**config.mk**
```make
export PLATFORM = sky130hd
export DESIGN_NAME = bcc_breaker_ctrl
export DESIGN_NICKNAME = d
export VERILOG_FILES = /design/src/bcc_pkg.sv /design/src/bcc_pos_filter.sv /design/src/bcc_breaker_ctrl.sv
export SDC_FILE = /design/constraint.sdc
export NUM_CORES = 1
export LEC_CHECK = 0
export BUFFER_PORTS_ARGS = -buffer_cell sky130_fd_sc_hd__buf_2
export CAP_MARGIN = 20
export CORE_ASPECT_RATIO = 1.1
export CORE_MARGIN = 2
export CORE_UTILIZATION = 52
export DETAILED_ROUTE_END_ITERATION = 6
export PLACE_DENSITY = 0.77
export SLEW_MARGIN = 40
export SYNTH_ARGS = -nofsm -noshare
export SYNTH_HDL_FRONTEND = slang
export SYNTH_SLANG_ARGS = --single-unit
```
**constraint.sdc**
```tcl
create_clock -name core_clk -period 2.61 [get_ports core_clk]
set_clock_uncertainty 0.05 [all_clocks]
set_input_delay 0.3915 -clock core_clk [delete_from_list [all_inputs] [get_ports core_clk]]
set_output_delay 0.3915 -clock core_clk [all_outputs]
set_load 0.01 [all_outputs]
```
**src/bcc_pkg.sv**
```systemverilog
// Package for the breaker command control block: modes, states, timing.
// Assumes a 125 MHz core clock; all timers count a derived 1 ms tick.
package bcc_pkg;

  // Core clock and tick derivation
  localparam int unsigned CLK_HZ          = 125_000_000;
  localparam int unsigned TICK_MS_NUM     = 1;
  localparam int unsigned TICK_CYCLES     = CLK_HZ / 1000 * TICK_MS_NUM;
  localparam int unsigned TICK_W          = 17;

  // Timer width in milliseconds (settings reach 60,000 ms)
  localparam int unsigned MS_W            = 16;

  // Default settings, in milliseconds
  localparam logic [15:0] OPER_TIME_MS    = 16'h03E8; // 1,000 ms
  localparam logic [15:0] PULSE_MS        = 16'h0064; // 100 ms
  localparam logic [15:0] INTERM_MS       = 16'h0064; // 100 ms
  localparam logic [15:0] SYNC_WAIT_MS    = 16'h03E8; // 1,000 ms
  localparam logic [15:0] SW_WAIT_MS      = 16'h0000; // 0 ms, disabled
  localparam logic [15:0] SELECT_MS       = 16'h1388; // 5,000 ms
  localparam logic [15:0] OPERATED_MS     = 16'h0096; // 150 ms fixed

  // Control models
  typedef enum logic [1:0] {
    BCC_DIRECT_NORMAL   = 2'h0,
    BCC_DIRECT_ENHANCED = 2'h1,
    BCC_SBO_ENHANCED    = 2'h2
  } bcc_model_type;

  // Command sequencer states, Gray coded in the order listed
  typedef enum logic [2:0] {
    BCC_IDLE     = 3'h0,
    BCC_SELECTED = 3'h1,
    BCC_SYNCWAIT = 3'h3,
    BCC_SWWAIT   = 3'h2,
    BCC_PULSE    = 3'h6,
    BCC_SUPERV   = 3'h7
  } bcc_state_type;

endpackage : bcc_pkg

```
**src/bcc_pos_filter.sv**
```systemverilog
// Breaker position filter: holds last valid end position, flags intermediate.
// Assumes feedback already synchronised and a 1 ms tick from the same clock.
`timescale 1ns/1ps
module bcc_pos_filter (
  // Clock and reset
  input  wire logic              core_clk,
  input  wire logic              rstn,
  input  wire logic              tick_ms,
  // Feedback and setting
  input  wire logic              open_fb,
  input  wire logic              closed_fb,
  input  wire logic [15:0]       interm_time_ms,
  // Filtered state
  output logic                   opened,
  output logic                   closed,
  output logic                   intermediate,
  output logic                   bad
);

  logic [15:0] cnt_q, cnt_d;
  logic        opened_q, opened_d, closed_q, closed_d;
  logic        interm_q, interm_d, bad_q, bad_d;

  // Intermediate reported only after persisting past the wait time
  always_comb begin
    cnt_d    = cnt_q;
    opened_d = opened_q;
    closed_d = closed_q;
    interm_d = 1'b0;
    bad_d    = open_fb & closed_fb;
    if (open_fb ^ closed_fb) begin
      cnt_d    = '0;
      opened_d = open_fb;
      closed_d = closed_fb;
    end else if (!open_fb && !closed_fb) begin
      if (tick_ms && cnt_q < interm_time_ms) cnt_d = cnt_q + 16'h0001;
      interm_d = (cnt_q >= interm_time_ms);
      if (interm_d) begin
        opened_d = 1'b0;
        closed_d = 1'b0;
      end
    end else begin
      cnt_d    = '0;
      opened_d = 1'b0;
      closed_d = 1'b0;
    end
  end

  always_ff @(posedge core_clk) begin
    if (!rstn) begin
      cnt_q    <= '0;
      opened_q <= 1'b0;
      closed_q <= 1'b0;
      interm_q <= 1'b0;
      bad_q    <= 1'b0;
    end else begin
      cnt_q    <= cnt_d;
      opened_q <= opened_d;
      closed_q <= closed_d;
      interm_q <= interm_d;
      bad_q    <= bad_d;
    end
  end

  assign opened       = opened_q;
  assign closed       = closed_q;
  assign intermediate = interm_q;
  assign bad          = bad_q;

endmodule : bcc_pos_filter

```
**src/bcc_breaker_ctrl.sv**
```systemverilog
// Breaker command control: takes local/remote open-close requests, checks
// permits, issues timed command pulses and supervises position feedback.
// Assumes pin inputs are asynchronous; requests are one-cycle core pulses.
// Summary of operation
// - Normal model: pass command, no supervision
// - Direct enhanced: check position, supervise outcome
// - SBO: select first, then supervised command
// - Flag failure past maximum operating time
// - Command output is one pulse of at most pulse length
// - Report intermediate only after wait time
// - Close waits sync permit, then starts synchroswitch
// - Selection discarded after select timeout
// - Operated pulse of 150 ms per operation
// - Flag position change without remote command or trip
// - Block input refuses breaker operation
// - Open/close only under matching permit
`timescale 1ns/1ps
module bcc_breaker_ctrl (
  // Clock and reset
  input  wire logic        core_clk,
  input  wire logic        rstn,
  // Command sources (enables are levels, requests one-cycle pulses, core domain)
  input  wire logic        local_enable,
  input  wire logic        remote_enable,
  input  wire logic        local_select,
  input  wire logic        remote_select,
  input  wire logic        local_open_req,
  input  wire logic        local_close_req,
  input  wire logic        remote_open_req,
  input  wire logic        remote_close_req,
  // Settings
  input  wire logic [1:0]  switching_control_model,
  input  wire logic [15:0] oper_time_ms,
  input  wire logic [15:0] pulse_time_ms,
  input  wire logic [15:0] interm_time_ms,
  input  wire logic [15:0] sync_wait_time,
  input  wire logic [15:0] synchroswitch_wait_time,
  input  wire logic [15:0] select_timeout,
  // Pins from breaker and interlocking (asynchronous)
  input  wire logic        sync_permit,
  input  wire logic        synchroswitch_pulse,
  input  wire logic        open_permit,
  input  wire logic        close_permit,
  input  wire logic        operation_block,
  input  wire logic        open_feedback,
  input  wire logic        closed_feedback,
  input  wire logic        external_trip_in,
  // Outputs
  output logic             open_command_pulse,
  output logic             close_command_pulse,
  output logic             synchroswitch_start,
  output logic             operated,
  output logic             unintended_operation,
  output logic             opened,
  output logic             closed,
  output logic             intermediate,
  output logic             bad_position,
  output logic             selected,
  output logic             operation_failed,
  output logic             command_refused
);

  // Two-flop synchronisers for all pin inputs, one generate loop
  localparam int NPIN = 8;
  logic [NPIN-1:0] pin_raw, sy1_q, sy2_q;
  assign pin_raw = {sync_permit, synchroswitch_pulse, open_permit, close_permit,
                    operation_block, open_feedback, closed_feedback, external_trip_in};
  for (genvar i = 0; i < NPIN; i++) begin : g_sync
    always_ff @(posedge core_clk) begin
      if (!rstn) begin
        sy1_q[i] <= 1'b0;
        sy2_q[i] <= 1'b0;
      end else begin
        sy1_q[i] <= pin_raw[i];
        sy2_q[i] <= sy1_q[i];
      end
    end
  end
  logic s_sync, s_swp, s_openp, s_closep, s_block, s_ofb, s_cfb, s_trip;
  assign {s_sync, s_swp, s_openp, s_closep, s_block, s_ofb, s_cfb, s_trip} = sy2_q;

  // 1 ms tick divider
  logic [16:0] div_q, div_d;
  logic        tick_q, tick_d;
  always_comb begin
    tick_d = (div_q == 17'(bcc_pkg::TICK_CYCLES - 1));
    div_d  = tick_d ? '0 : div_q + 17'h0_0001;
  end
  always_ff @(posedge core_clk) begin
    if (!rstn) begin
      div_q  <= '0;
      tick_q <= 1'b0;
    end else begin
      div_q  <= div_d;
      tick_q <= tick_d;
    end
  end

  // Position filter
  logic f_open, f_closed, f_interm, f_bad;
  bcc_pos_filter u_filter (
    .core_clk       (core_clk),
    .rstn           (rstn),
    .tick_ms        (tick_q),
    .open_fb        (s_ofb),
    .closed_fb      (s_cfb),
    .interm_time_ms (interm_time_ms),
    .opened         (f_open),
    .closed         (f_closed),
    .intermediate   (f_interm),
    .bad            (f_bad)
  );

  // Request decode: source must be enabled
  logic req_open, req_close, req_sel, req_remote;
  logic enhanced, sbo;
  assign req_open   = (local_enable & local_open_req) | (remote_enable & remote_open_req);
  assign req_close  = (local_enable & local_close_req) | (remote_enable & remote_close_req);
  assign req_sel    = (local_enable & local_select) | (remote_enable & remote_select);
  assign req_remote = remote_enable & (remote_open_req | remote_close_req);
  assign enhanced   = switching_control_model != bcc_pkg::BCC_DIRECT_NORMAL;
  assign sbo        = switching_control_model == bcc_pkg::BCC_SBO_ENHANCED;

  // Sequencer state
  bcc_pkg::bcc_state_type st_q, st_d;
  logic [15:0] tmr_q, tmr_d;   // Phase timer (select, sync, switch, operating)
  logic [15:0] pls_q, pls_d;   // Command pulse timer
  logic        dir_q, dir_d;   // 1: close, 0: open
  logic        ocmd_q, ocmd_d, ccmd_q, ccmd_d, sws_q, sws_d;
  logic        fail_q, fail_d, ref_q, ref_d;
  logic        okpos, permit;

  always_comb begin
    okpos  = dir_q ? f_closed : f_open;
    permit = 1'b0;
    st_d   = st_q;
    tmr_d  = (tick_q && tmr_q != 16'hFFFF) ? tmr_q + 16'h0001 : tmr_q;
    pls_d  = (tick_q && pls_q != 16'h0000) ? pls_q - 16'h0001 : pls_q;
    dir_d  = dir_q;
    sws_d  = 1'b0;
    fail_d = 1'b0;
    ref_d  = 1'b0;
    ocmd_d = ocmd_q & (pls_d != 16'h0000);
    ccmd_d = ccmd_q & (pls_d != 16'h0000);
    unique case (st_q)
      bcc_pkg::BCC_IDLE: begin
        tmr_d = '0;
        if (sbo && req_sel) begin
          st_d = bcc_pkg::BCC_SELECTED;
        end else if (!sbo && (req_open || req_close)) begin
          dir_d = req_close;
          st_d  = bcc_pkg::BCC_SYNCWAIT;
        end
      end
      bcc_pkg::BCC_SELECTED: begin
        if (tmr_q >= select_timeout) begin
          st_d  = bcc_pkg::BCC_IDLE;
        end else if (req_open || req_close) begin
          dir_d = req_close;
          tmr_d = '0;
          st_d  = bcc_pkg::BCC_SYNCWAIT;
        end
      end
      bcc_pkg::BCC_SYNCWAIT: begin
        // Checks: block, permit, position already reached (enhanced models only)
        permit = dir_q ? s_closep : s_openp;
        if (s_block || !permit || (enhanced && okpos)) begin
          ref_d = 1'b1;
          st_d  = bcc_pkg::BCC_IDLE;
        end else if (!dir_q || s_sync) begin
          tmr_d  = '0;
          pls_d  = pulse_time_ms;
          ocmd_d = !dir_q;
          ccmd_d = dir_q;
          st_d   = bcc_pkg::BCC_PULSE;
        end else if (tmr_q >= sync_wait_time) begin
          tmr_d = '0;
          if (synchroswitch_wait_time == 16'h0000) begin
            st_d = bcc_pkg::BCC_IDLE;
          end else begin
            sws_d = 1'b1;
            st_d  = bcc_pkg::BCC_SWWAIT;
          end
        end
      end
      bcc_pkg::BCC_SWWAIT: begin
        // Close permit may drop while waiting for the switch pulse
        if (s_swp && !s_block && s_closep) begin
          tmr_d  = '0;
          pls_d  = pulse_time_ms;
          ccmd_d = 1'b1;
          st_d   = bcc_pkg::BCC_PULSE;
        end else if (tmr_q >= synchroswitch_wait_time) begin
          st_d = bcc_pkg::BCC_IDLE;
        end
      end
      bcc_pkg::BCC_PULSE: begin
        if (!enhanced) begin
          if (pls_d == 16'h0000) st_d = bcc_pkg::BCC_IDLE;
        end else begin
          st_d = bcc_pkg::BCC_SUPERV;
        end
      end
      bcc_pkg::BCC_SUPERV: begin
        if (okpos) begin
          ocmd_d = 1'b0;
          ccmd_d = 1'b0;
          pls_d  = '0;
          st_d   = bcc_pkg::BCC_IDLE;
        end else if (tmr_q >= oper_time_ms) begin
          fail_d = 1'b1;
          ocmd_d = 1'b0;
          ccmd_d = 1'b0;
          pls_d  = '0;
          st_d   = bcc_pkg::BCC_IDLE;
        end
      end
      default: st_d = bcc_pkg::BCC_IDLE;
    endcase
  end

  // Sequencer registers; sticky failure flag held until next command
  logic failst_q, failst_d;
  assign failst_d = fail_d | (failst_q & ~(st_q == bcc_pkg::BCC_SYNCWAIT));
  always_ff @(posedge core_clk) begin
    if (!rstn) begin
      st_q     <= bcc_pkg::BCC_IDLE;
      tmr_q    <= '0;
      pls_q    <= '0;
      dir_q    <= 1'b0;
      ocmd_q   <= 1'b0;
      ccmd_q   <= 1'b0;
      sws_q    <= 1'b0;
      failst_q <= 1'b0;
      ref_q    <= 1'b0;
    end else begin
      st_q     <= st_d;
      tmr_q    <= tmr_d;
      pls_q    <= pls_d;
      dir_q    <= dir_d;
      ocmd_q   <= ocmd_d;
      ccmd_q   <= ccmd_d;
      sws_q    <= sws_d;
      failst_q <= failst_d;
      ref_q    <= ref_d;
    end
  end

  // Operated pulse and unintended-operation detection on position change
  logic        popen_q, pclose_q, chg;
  logic [15:0] opr_q, opr_d;
  logic        oprv_q, oprv_d, self_q, self_d, rcmd_q, rcmd_d, busy;
  logic        seen_q, seen_d;   // An end position has been held since reset
  assign chg  = (f_open != popen_q) || (f_closed != pclose_q);
  assign busy = st_q != bcc_pkg::BCC_IDLE;
  always_comb begin
    opr_d  = (tick_q && opr_q != 16'h0000) ? opr_q - 16'h0001 : opr_q;
    rcmd_d = busy ? (rcmd_q | req_remote) : req_remote;
    self_d = self_q;
    seen_d = seen_q | f_open | f_closed;
    // First end position after reset is not an operation: avoids a false event
    if (chg && (f_open || f_closed) && seen_q) begin
      opr_d  = bcc_pkg::OPERATED_MS;
      self_d = !(busy && rcmd_q) && !s_trip;
    end
    oprv_d = opr_d != 16'h0000;
  end
  always_ff @(posedge core_clk) begin
    if (!rstn) begin
      popen_q  <= 1'b0;
      pclose_q <= 1'b0;
      opr_q    <= '0;
      oprv_q   <= 1'b0;
      self_q   <= 1'b0;
      rcmd_q   <= 1'b0;
      seen_q   <= 1'b0;
    end else begin
      seen_q   <= seen_d;
      popen_q  <= f_open;
      pclose_q <= f_closed;
      opr_q    <= opr_d;
      oprv_q   <= oprv_d;
      self_q   <= self_d;
      rcmd_q   <= rcmd_d;
    end
  end

  // Outputs straight from flops
  assign open_command_pulse   = ocmd_q;
  assign close_command_pulse  = ccmd_q;
  assign synchroswitch_start  = sws_q;
  assign operated             = oprv_q;
  assign unintended_operation = self_q;
  assign opened               = f_open;
  assign closed               = f_closed;
  assign intermediate         = f_interm;
  assign bad_position         = f_bad;
  assign operation_failed     = failst_q;
  assign command_refused      = ref_q;
  logic sel_q;
  always_ff @(posedge core_clk) begin
    if (!rstn) sel_q <= 1'b0;
    else       sel_q <= (st_d == bcc_pkg::BCC_SELECTED);
  end
  assign selected = sel_q;

endmodule : bcc_breaker_ctrl

```
==> results of run 1 <==
-- worst min path at each step --
stage	slack [ns]	to	cells past startpoint	startpoint
6_report	0.13	sy1_q[0]$_SDFF_PN0_	2	external_trip_in
3_5_place_dp	0.37	s_trip$_SDFF_PN0_	1	sy1_q[0]$_SDFF_PN0_
5_1_grt	0.12	sy1_q[3]$_SDFF_PN0_	2	operation_block
3_3_place_gp	0.37	s_cfb$_SDFF_PN0_	1	sy1_q[1]$_SDFF_PN0_
4_1_cts	0.12	sy1_q[6]$_SDFF_PN0_	2	synchroswitch_pulse
2_1_floorplan	0.36	s_block$_SDFF_PN0_	1	sy1_q[3]$_SDFF_PN0_
-- state kept, by name, indices dropped and copies added, names as in the netlist, 3 cells and up --
signal and cells:
div_q 17, opr_q 16, pls_q 16, tmr_q 16
u_filter.cnt_q 16, sy1_q 8, st_q 3
-- stage by stage --
step	cell area, µm²	utilization
2_1_floorplan	7889	-
3_3_place_gp	9106	0.6097
3_5_place_dp	9106	0.6097
4_1_cts	9754	0.6530
5_1_grt	9966	0.6672
6_report	9966	0.6672
-- placed cells by master (no fill, tap or decap), drive strengths merged, types with 12 or more instances in the layout --
master / count
a21oi: 52
nor4: 18
xor2: 22
nand2: 79
o31ai: 20
nor3: 48
buf: 191
ha: 91
nand3: 30
nand2b: 17
xnor2: 28
a21o: 12
mux2i: 13
nand4: 25
dfxtp: 118
nor2: 99
inv: 106
and2: 28
o21ai: 33
clkbuf: 19
a22oi: 15
-- routing by layer --
metal  GRT usage  vias to the layer above
li1            -                     3874
met1      0.3195                     3480
met2      0.4332                      226
met3     0.04538                       35
met4     0.09770                        0
met5           0                        -
-- critical path, stage by stage, from the launching register on --
cell and delay (ns):
dfxtp_2 0.35, inv_2 0.06, ha_4 0.21, nor3b_2 0.17
nor2_1 0.07, o31ai_2 0.32, a31oi_1 0.13, or4_4 0.54
a31oi_4 0.28, clkbuf_16 0.20, nor3_1 0.05
-- cell type report --
| class | instances | area share |
|---|---|---|
| Timing Repair Buffer | 192 | 0.1170 |
| Clock buffer | 18 | 0.04407 |
| Multi-Input combinational cell | 739 | 0.5193 |
| Inverter | 103 | 0.03879 |
| Sequential cell | 118 | 0.2392 |
| Tap cell | 196 | 0.02461 |
| Clock inverter | 13 | 0.01707 |
-- power groups by stage --
stage               Sequential, µW  Combinational, µW  Clock (µW)
global placement              1900                458           0
CTS                           1870                476        2430
finish                        1870                527        2390
floorplan                     1890                271           0
detailed placement            1910                468           0
global route                  1870                583        2510
-- cells by family after synthesis --
group           Yosys count  share of synthesized area
flops                   118                     0.2997
simple gates            397                     0.2575
mux                      14                    0.01794
fa+ha+maj                91                     0.1444
xor+xnor                 50                    0.05556
compound gates          187                     0.1583
buf+inv                 135                    0.06667
-- timing repair --
action	4_1_cts	5_1_grt
pin swaps	2	9
setup endpoints to repair	19	21
cloned	0	1
buffers inserted	0	4
gates resized for setup	8	41
hold buffers	0	0
==> out/results.tsv, run 1 <==
stage	metric	value	unit
status	status	finished, final reports clean	
layout	Fillers	1278	
floorplanning	core footprint	0.01494	mm²
placement	Setup WS pre-CTS	-0.09396	ns
yosys	mean post-synth cell area	7.946	µm²
detailed_routing	Met3 Routed Length	898	µm
pwr	highest ir drop seen on vdd	0.5527	mV
setup_path	crit path from	tmr_q[0]$_SDFF_PN0_	
timing	Fin. Hold Viols	0	
placement	port bufs	127	
detailed_routing	wl on met1	9.065	mm
pwr	static leakage	0.004603	µW
pwr	logic gate share of total power	0.110	
yosys	syn nets	1199	
cts	root buf cell	clkbuf_16	
pwr	Clock power frac	0.500	
setup_path	Critical Path End Type	flip-flop	
detailed_routing	final wirelength	20.35	mm
detailed_routing	wire per inst	14.76	µm
yosys	sequential share of the synthesized area	0.2997	
cts	clock buffer depth	2	
detailed_routing	DR vias	7615	
layout	Ant. Diodes	0	
yosys	Synth area leader	dfxtp_1	
timing	Pins Over Slew Limit	0	
floorplanning	Initial Utilization	0.5277	
timing	Tightest Pin Transition	0.6855	ns
global_route	vias in the first global route	7216	
pwr	Tot Pwr	4787	µW
pwr	Switching Fraction	0.2460	
setup_path	Critical R2R Launch	tmr_q[0]$_SDFF_PN0_	
yosys	YS warnings	0	
placement	final weighted congestion in routability-driven placement	0.8960	
yosys	top cells by area, synth	dfxtp_1 30%, ha_1 14%, inv_1 4.9%	
placement	DP HPWL	15.20	mm
floorplanning	IO Pins	128	
layout	layout cell share with drive strength beyond 1	0.2316	
global_route	GRT overflow	0	
timing	setup TNS	0	ns
layout	area of the multi-input gates	0.005175	mm²
floorplanning	Die Area	0.01616	mm²
placement	placed cell count	1343	
setup_path	crit path kind	reg2reg	
yosys	main flop type after synthesis	dfxtp_1	
timing	fin worst setup slack	0.02894	ns
timing	f_max	0.3874	GHz
layout	Final nets	1378	
pwr	PwrDens	480.3	mW/mm²
floorplanning	Chip Width	121.4	µm
pwr	Reg power frac	0.390	
yosys	post-synthesis cell count	992	
yosys	post-synth top area share	0.2997	
layout	P&R area growth vs syn	26.43	%
detailed_routing	drt initial violations	556	
timing	max_slew headroom	0.5312	
global_route	Total GRT Usage	0.2545	
yosys	most common cell in the netlist	dfxtp_1	
cts	CTS buffer count	17	
floorplanning	Die Height	133.1	µm
layout	flip-flop and latch area	0.002384	mm²
setup_path	worst reg2reg endpoint	tmr_q[6]$_SDFF_PN0_	
timing	RSZ-0062 raised after global routing	yes	
yosys	commonest cells in the netlist	118 x dfxtp_1, 102 x inv_1, 99 x nor2_1	
cts	H-tree depth	4	
pwr	net switching power	1177	µW
timing	Finish-stage setup viols	0	
yosys	flops & latches, synth	118	
floorplanning	number of placement rows	47	
setup_path	reg2reg path depth	10	
cts	Sink Count	118	
timing	Hold Slack	0.1307	ns
global_route	first-pass GRT wire length	33.45	mm
cts	clock latency on the worst-skew pair	0.41	ns
setup_path	startpoint types	flip-flop	
setup_path	FF-to-FF setup slack	0.03	ns
setup_path	CP endpoint	tmr_q[6]$_SDFF_PN0_	
setup_path	crit path DAT	2.82	ns
cts	clk slew on worst S/H paths	0.06	ns
yosys	synthesized cell area	0.007883	mm²
cts	TritonCTS clock tree	built	
detailed_routing	Highest Signal Layer	met4	
timing	Period minus WS final	2.581	ns
global_route	initial antenna violation count	0	
yosys	Post-synth EDFFs	0	
setup_path	worst path required time	2.85	ns
flow_run	Max Cap Viol	0	
yosys	async set-reset flop share out of synthesis	0	
global_route	pin count of the biggest net entering global routing	25	
setup_path	crit path max fanout	8	
detailed_routing	Vias per Instance	5.522	
detailed_routing	Post-DRT Antenna Nets	0	
layout	fin cells	1379	
hold_path	Hold WC Path Type	in2reg	
yosys	Cell variety after synth	69	
detailed_routing	drt first pass iters	5	
timing	fin crit share	0.9889	
pwr	Pint	3609	µW
detailed_routing	wire length on met2	9.942	mm
detailed_routing	DRC viols	0	
Note: power is estimated with default switching activity, not from simulation.
==> run 2: changes to the inputs <==
Settings changed: CORE_UTILIZATION 52 to 55, PLACE_DENSITY 0.77 to 0.78.
Clock period 2.61 ns to 3.2 ns, I/O delays scaled along.
==> out/results.tsv, run 2 (synthesis gave the netlist of run 1 again) <==
stage	metric	value	unit
layout	largest reg by FF count	div_q	
cts	TritonCTS clock tree	built	
layout	fin cells	1327	
placement	final weighted congestion in routability-driven placement	0.8977	
layout	flip-flop and latch area	0.002362	mm²
detailed_routing	DRC viols	0	
placement	placed cell count	1295	
setup_path	reg2reg path depth	10	
setup_path	Critical Path End Type	flip-flop	
pwr	PwrDens	404.8	mW/mm²
cts	clock buffer depth	2	
setup_path	worst reg2reg endpoint	tmr_q[12]$_SDFF_PN0_	
global_route	pin count of the biggest net entering global routing	35	
setup_path	critical path cell sequence	ha_1 -> a211oi_1 -> nor2_1 -> a2111oi_0 -> buf_4 -> o21ai_0 -> o211ai_1 -> a31oi_1 -> buf_4 -> a211oi_1	
layout	commonest non-fill, non-tap cell in the layout	buf_2	
floorplanning	Die Area	0.01531	mm²
layout	area of the multi-input gates	0.004995	mm²
setup_path	crit path kind	reg2reg	
cts	cells resized by post-CTS repair	0	
timing	max_slew headroom	0.4449	
setup_path	startpoint types	flip-flop	
hold_path	Hold Startpoint	closed_feedback	
cts	Sink Count	118	
setup_path	worst path required time	3.48	ns
detailed_routing	Vias per Instance	5.577	
setup_path	crit path max fanout	16	
layout	layout cell share with drive strength beyond 1	0.1703	
timing	fin worst setup slack	0.3675	ns
layout	commonest non-fill, non-tap cells in the layout	127 x buf_2, 118 x dfxtp_1, 102 x inv_1, 99 x nor2_1, 91 x ha_1	
detailed_routing	drt first pass iters	5	
layout	Final nets	1333	
global_route	Total GRT Usage	0.2607	
cts	CTS buffer count	17	
global_route	met1 Track Usage GR	0.3184	
placement	DP HPWL	14.79	mm
floorplanning	number of placement rows	45	
timing	RSZ-0062 raised after global routing	no	
global_route	grt peak-use layer	met2	
global_route	met3 Usage GRT	0.05282	
floorplanning	IO Pins	128	
cts	number of setup buffers added after CTS	0	
floorplanning	Die Height	129.6	µm
placement	port bufs	127	
detailed_routing	drt initial violations	644	
cts	hold_buf cts	0	
setup_path	crit path DAT	3.12	ns
floorplanning	core footprint	0.01391	mm²
pwr	static leakage	0.004330	µW
timing	Finish-stage setup viols	0	
timing	fin crit share	0.8852	
layout	Fillers	1218	
global_route	initial antenna violation count	0	
global_route	first-pass GRT wire length	32.37	mm
cts	clock latency on the worst-skew pair	0.43	ns
layout	P&R area growth vs syn	18.81	%
floorplanning	Initial Utilization	0.5668	
detailed_routing	Post-DRT Antenna Nets	0	
timing	Fin. Hold Viols	0	
cts	clk slew on worst S/H paths	0.06	ns
floorplanning	Chip Width	118.1	µm
timing	Tightest Pin Transition	0.8117	ns
cts	H-tree depth	4	
setup_path	CP peak stage delay	0.51	ns
status	status	finished, final reports clean	
global_route	met2 usage	0.4481	
timing	Period minus WS final	2.832	ns
pwr	highest ir drop seen on vdd	0.4067	mV
setup_path	FF-to-FF setup slack	0.37	ns
setup_path	CP max-delay cell	dfxtp_1	
setup_path	Critical R2R Launch	tmr_q[13]$_SDFF_PN0_	
pwr	Tot Pwr	3791	µW
global_route	vias in the first global route	6992	
timing	Pins Over Slew Limit	0	
hold_path	Worst Hold End	sy1_q[1]$_SDFF_PN0_	
detailed_routing	wire per inst	14.67	µm
timing	f_max	0.3530	GHz
global_route	GRT overflow	0	
hold_path	hold path cells	2	
cts	root buf cell	clkbuf_16	
detailed_routing	final wirelength	19.47	mm
layout	flip-flop count of the largest register after layout	17	
layout	Ant. Diodes	0	
timing	setup TNS	0	ns
hold_path	Hold WC Path Type	in2reg	
flow_run	Max Cap Viol	0	
detailed_routing	DR vias	7401	
timing	Hold Slack	0.2144	ns
placement	Setup WS pre-CTS	0.3516	ns
run 2: final cells by class:
| type | instances | share of cell area |
|---|---|---|
| flip-flops and latches | 118 | 0.2522 |
| clock inverters | 13 | 0.01576 |
| clock buffers | 19 | 0.04836 |
| inverters | 103 | 0.04128 |
| multi-input cells | 739 | 0.5333 |
| well taps | 188 | 0.02512 |
| repair buffers | 147 | 0.08390 |
run 2: how the worst max path moves through the flow:
stage                         start              endpoint  slack (ns)  cells after the start
3_3_place_gp     sync_wait_time[13]    st_q[1]$_SDFF_PN0_        0.42                     11
5_1_grt         tmr_q[0]$_SDFF_PN0_   tmr_q[9]$_SDFF_PN0_        0.17                     10
3_5_place_dp     sync_wait_time[13]   tmr_q[0]$_SDFF_PN0_        0.35                     12
6_report       tmr_q[13]$_SDFF_PN0_  tmr_q[12]$_SDFF_PN0_        0.37                     10
4_1_cts        tmr_q[13]$_SDFF_PN0_   tmr_q[0]$_SDFF_PN0_        0.40                     10
2_1_floorplan     select_timeout[0]   tmr_q[5]$_SDFF_PN0_        0.47                      9
run 2: worst max-delay path, delay by kind of cell (launching register included):
family | cells | cell delay (ns)
buffers and inverters | 2 | 0.41
flip-flops | 1 | 0.51
AO/OA/AOI/OAI | 6 | 1.36
adder cells (fa/ha/maj) | 1 | 0.33
AND/OR/NAND/NOR | 1 | 0.07
run 2: per-layer routing:
| metal | routed length, µm | up-vias |
|---|---|---|
| met4 | 544 | 0 |
| li1 | - | 3788 |
| met3 | 921 | 40 |
| met2 | 9345 | 218 |
| met1 | 8658 | 3355 |
| met5 | 0 | - |
run 2: report_power, final:
part | internal (µW) | switching (µW)
registers | 1500 | 28.8
logic | 153 | 203
clock network | 1190 | 716
run 2: stage by stage:
| step | utilization | cell area, µm² |
|---|---|---|
| 2_1_floorplan | - | 7883 |
| 3_3_place_gp | 0.6302 | 8765 |
| 3_5_place_dp | 0.6302 | 8765 |
| 4_1_cts | 0.6734 | 9365 |
| 5_1_grt | 0.6734 | 9365 |
| 6_report | 0.6734 | 9365 |
==> run 3: changes to the inputs <==
Settings changed: ABC_AREA set to 1, PLACE_DENSITY 0.78 to 0.77.
==> out/results.tsv, run 3 <==
stage	metric	value	unit
status	status	finished, final reports clean	
cts	clock latency on the worst-skew pair	0.42	ns
yosys	Cell variety after synth	41	
detailed_routing	wl on met1	9.096	mm
cts	TritonCTS clock tree	built	
yosys	Synth area leader	dfxtp_1	
layout	layout cell share with drive strength beyond 1	0.1361	
timing	max_slew headroom	0.4873	
yosys	YS warnings	0	
hold_path	Hold WC Path Type	in2reg	
setup_path	Critical Path End Type	flip-flop	
layout	flip-flop and latch area	0.002362	mm²
pwr	Clock power frac	0.516	
setup_path	FF-to-FF setup slack	0.61	ns
floorplanning	IO Pins	128	
timing	Tightest Pin Transition	0.7690	ns
timing	Period minus WS final	2.594	ns
yosys	flops & latches, synth	118	
setup_path	crit path kind	reg2reg	
pwr	PwrDens	405.6	mW/mm²
floorplanning	Die Height	133.9	µm
yosys	Post-synth EDFFs	0	
timing	f_max	0.3855	GHz
detailed_routing	drt first pass iters	5	
detailed_routing	Post-DRT Antenna Nets	0	
cts	CTS buffer count	17	
detailed_routing	wire length on met2	9.737	mm
setup_path	crit path DAT	2.89	ns
layout	area of the multi-input gates	0.005191	mm²
pwr	Pint	3040	µW
layout	P&R area growth vs syn	17.13	%
placement	DP HPWL	15.74	mm
floorplanning	Die Area	0.01635	mm²
cts	root buf cell	clkbuf_16	
pwr	highest ir drop seen on vdd	0.4490	mV
detailed_routing	drt initial violations	399	
flow_run	Max Cap Viol	0	
yosys	post-synthesis cell count	1299	
global_route	Total GRT Usage	0.2588	
floorplanning	number of placement rows	47	
global_route	GRT overflow	0	
layout	largest reg by FF count	div_q	
placement	final weighted congestion in routability-driven placement	0.9305	
setup_path	crit path max fanout	16	
cts	hold_buf cts	0	
detailed_routing	Highest Signal Layer	met5	
pwr	Reg power frac	0.379	
detailed_routing	DR vias	8403	
layout	Fillers	1416	
placement	port bufs	127	
detailed_routing	final wirelength	20.53	mm
detailed_routing	wire per inst	12.53	µm
floorplanning	core footprint	0.01505	mm²
yosys	commonest cells in the netlist	362 x nand2_1, 203 x inv_1, 160 x nor2_1	
timing	fin crit share	0.8107	
cts	H-tree depth	4	
global_route	first-pass GRT wire length	34.27	mm
timing	Fin. Hold Viols	0	
floorplanning	Chip Width	122.1	µm
cts	number of setup buffers added after CTS	0	
yosys	most common cell in the netlist	nand2_1	
cts	clk slew on worst S/H paths	0.06	ns
cts	cells resized by post-CTS repair	0	
yosys	post-synth top area share	0.2800	
pwr	Switching Fraction	0.2418	
detailed_routing	DRC viols	0	
pwr	static leakage	0.005213	µW
yosys	mean post-synth cell area	6.496	µm²
yosys	async set-reset flop share out of synthesis	0	
global_route	initial antenna violation count	3	
detailed_routing	Vias per Instance	5.130	
layout	commonest non-fill, non-tap cells in the layout	362 x nand2_1, 203 x inv_1, 160 x nor2_1, 127 x buf_2, 118 x dfxtp_1	
cts	Sink Count	118	
setup_path	startpoint types	flip-flop	
global_route	pin count of the biggest net entering global routing	39	
timing	RSZ-0062 raised after global routing	no	
timing	setup TNS	0	ns
timing	Finish-stage setup viols	0	
layout	commonest non-fill, non-tap cell in the layout	nand2_1	
layout	flip-flop count of the largest register after layout	17	
yosys	sequential share of the synthesized area	0.2800	
floorplanning	Initial Utilization	0.5605	
setup_path	worst path required time	3.50	ns
yosys	synthesized cell area	0.008438	mm²
yosys	syn nets	1506	
pwr	Tot Pwr	4009	µW
layout	Final nets	1635	
yosys	main flop type after synthesis	dfxtp_1	
pwr	net switching power	969.3	µW
yosys	top cells by area, synth	dfxtp_1 28%, nand2_1 16%, ha_1 13%	
cts	clock buffer depth	2	
detailed_routing	Met3 Routed Length	1.103	mm
timing	Pins Over Slew Limit	0	
pwr	logic gate share of total power	0.105	
global_route	vias in the first global route	7777	
==> run 3: cell types whose count changed in the layout (fill, tap and decap cells not counted), sizes merged, moves of 20 or more <==
cell,change
and2,-28
a21oi,+39
nand2,+291
nor2,+73
inv,+103
nor3,-23
o31ai,-20
nand3,+20
==> run 3: cells by family (layout without fill, tap and decap cells) <==
logic type,Yosys count,count (layout),share of synthesized area
buffers and inverters,228,369,0.1053
and+or+nand+nor,674,674,0.3421
AOI/OAI and AO/OA,146,146,0.09416
adders and majority gates,91,91,0.1349
xor gates and xnor gates,42,42,0.04359
other,0,2,0
DFF,118,118,0.2800
==> run 3: per-stage QoR <==
step | setup WS, ns | instances | util | hold WS [ns] | instance area (µm²)
finish | 0.6057 | 1638 | 0.6565 | 0.1874 | 9883
global route | 0.3725 | 1638 | 0.6565 | 0.2040 | 9883
CTS | 0.6151 | 1636 | 0.6559 | 0.1782 | 9874
detailed placement | 0.5711 | 1605 | 0.6136 | 0.3474 | 9238
global placement | 0.6364 | 1605 | 0.6136 | 0.3417 | 9238
floorplan | 1.061 | 1299 | - | 0.3405 | 8438
==> run 3: final timing paths <==
kind | depth (start not counted) | endpoint | start
min reg2reg | 2 | s_closep$_SDFF_PN0_ | sy1_q[4]$_SDFF_PN0_
min | 3 | sy1_q[6]$_SDFF_PN0_ | synchroswitch_pulse
max reg2reg | 8 | pls_q[12]$_SDFF_PN0_ | tmr_q[13]$_SDFF_PN0_
max | 8 | pls_q[12]$_SDFF_PN0_ | tmr_q[13]$_SDFF_PN0_
==> run 3: final cells by class <==
| type | instances | share of cell area |
|---|---|---|
| Sequential cell | 118 | 0.2390 |
| Clock buffer | 19 | 0.04380 |
| Tap cell | 196 | 0.02481 |
| Clock inverter | 12 | 0.02064 |
| Inverter | 207 | 0.07862 |
| Timing Repair Buffer | 131 | 0.06735 |
| Antenna cell | 2 | 0.0005064 |
| Multi-Input combinational cell | 953 | 0.5253 |
==> run 3: power by group through the flow <==
stage	clock network (µW)	logic (µW)	registers, µW
5_1_grt	2150	482	1520
6_report	2070	419	1520
3_3_place_gp	0	405	1550
3_5_place_dp	0	413	1550
2_1_floorplan	0	270	1550
4_1_cts	2090	418	1520
==> run 3: per-layer routing <==
layer | global-route usage | vias to the layer above
li1 | - | 4389
met1 | 0.3142 | 3742
met2 | 0.4534 | 226
met3 | 0.04719 | 44
met4 | 0.09515 | 2
met5 | 0 | -
==> run 3: worst max-delay path, stage by stage, from the launching register on <==
cell,delay (ns)
dfxtp_1,0.55
ha_1,0.32
a21oi_1,0.12
o21ai_0,0.10
a21oi_1,0.27
nand4_1,0.38
o2111ai_2,0.45
nand2_1,0.12
a21oi_1,0.16
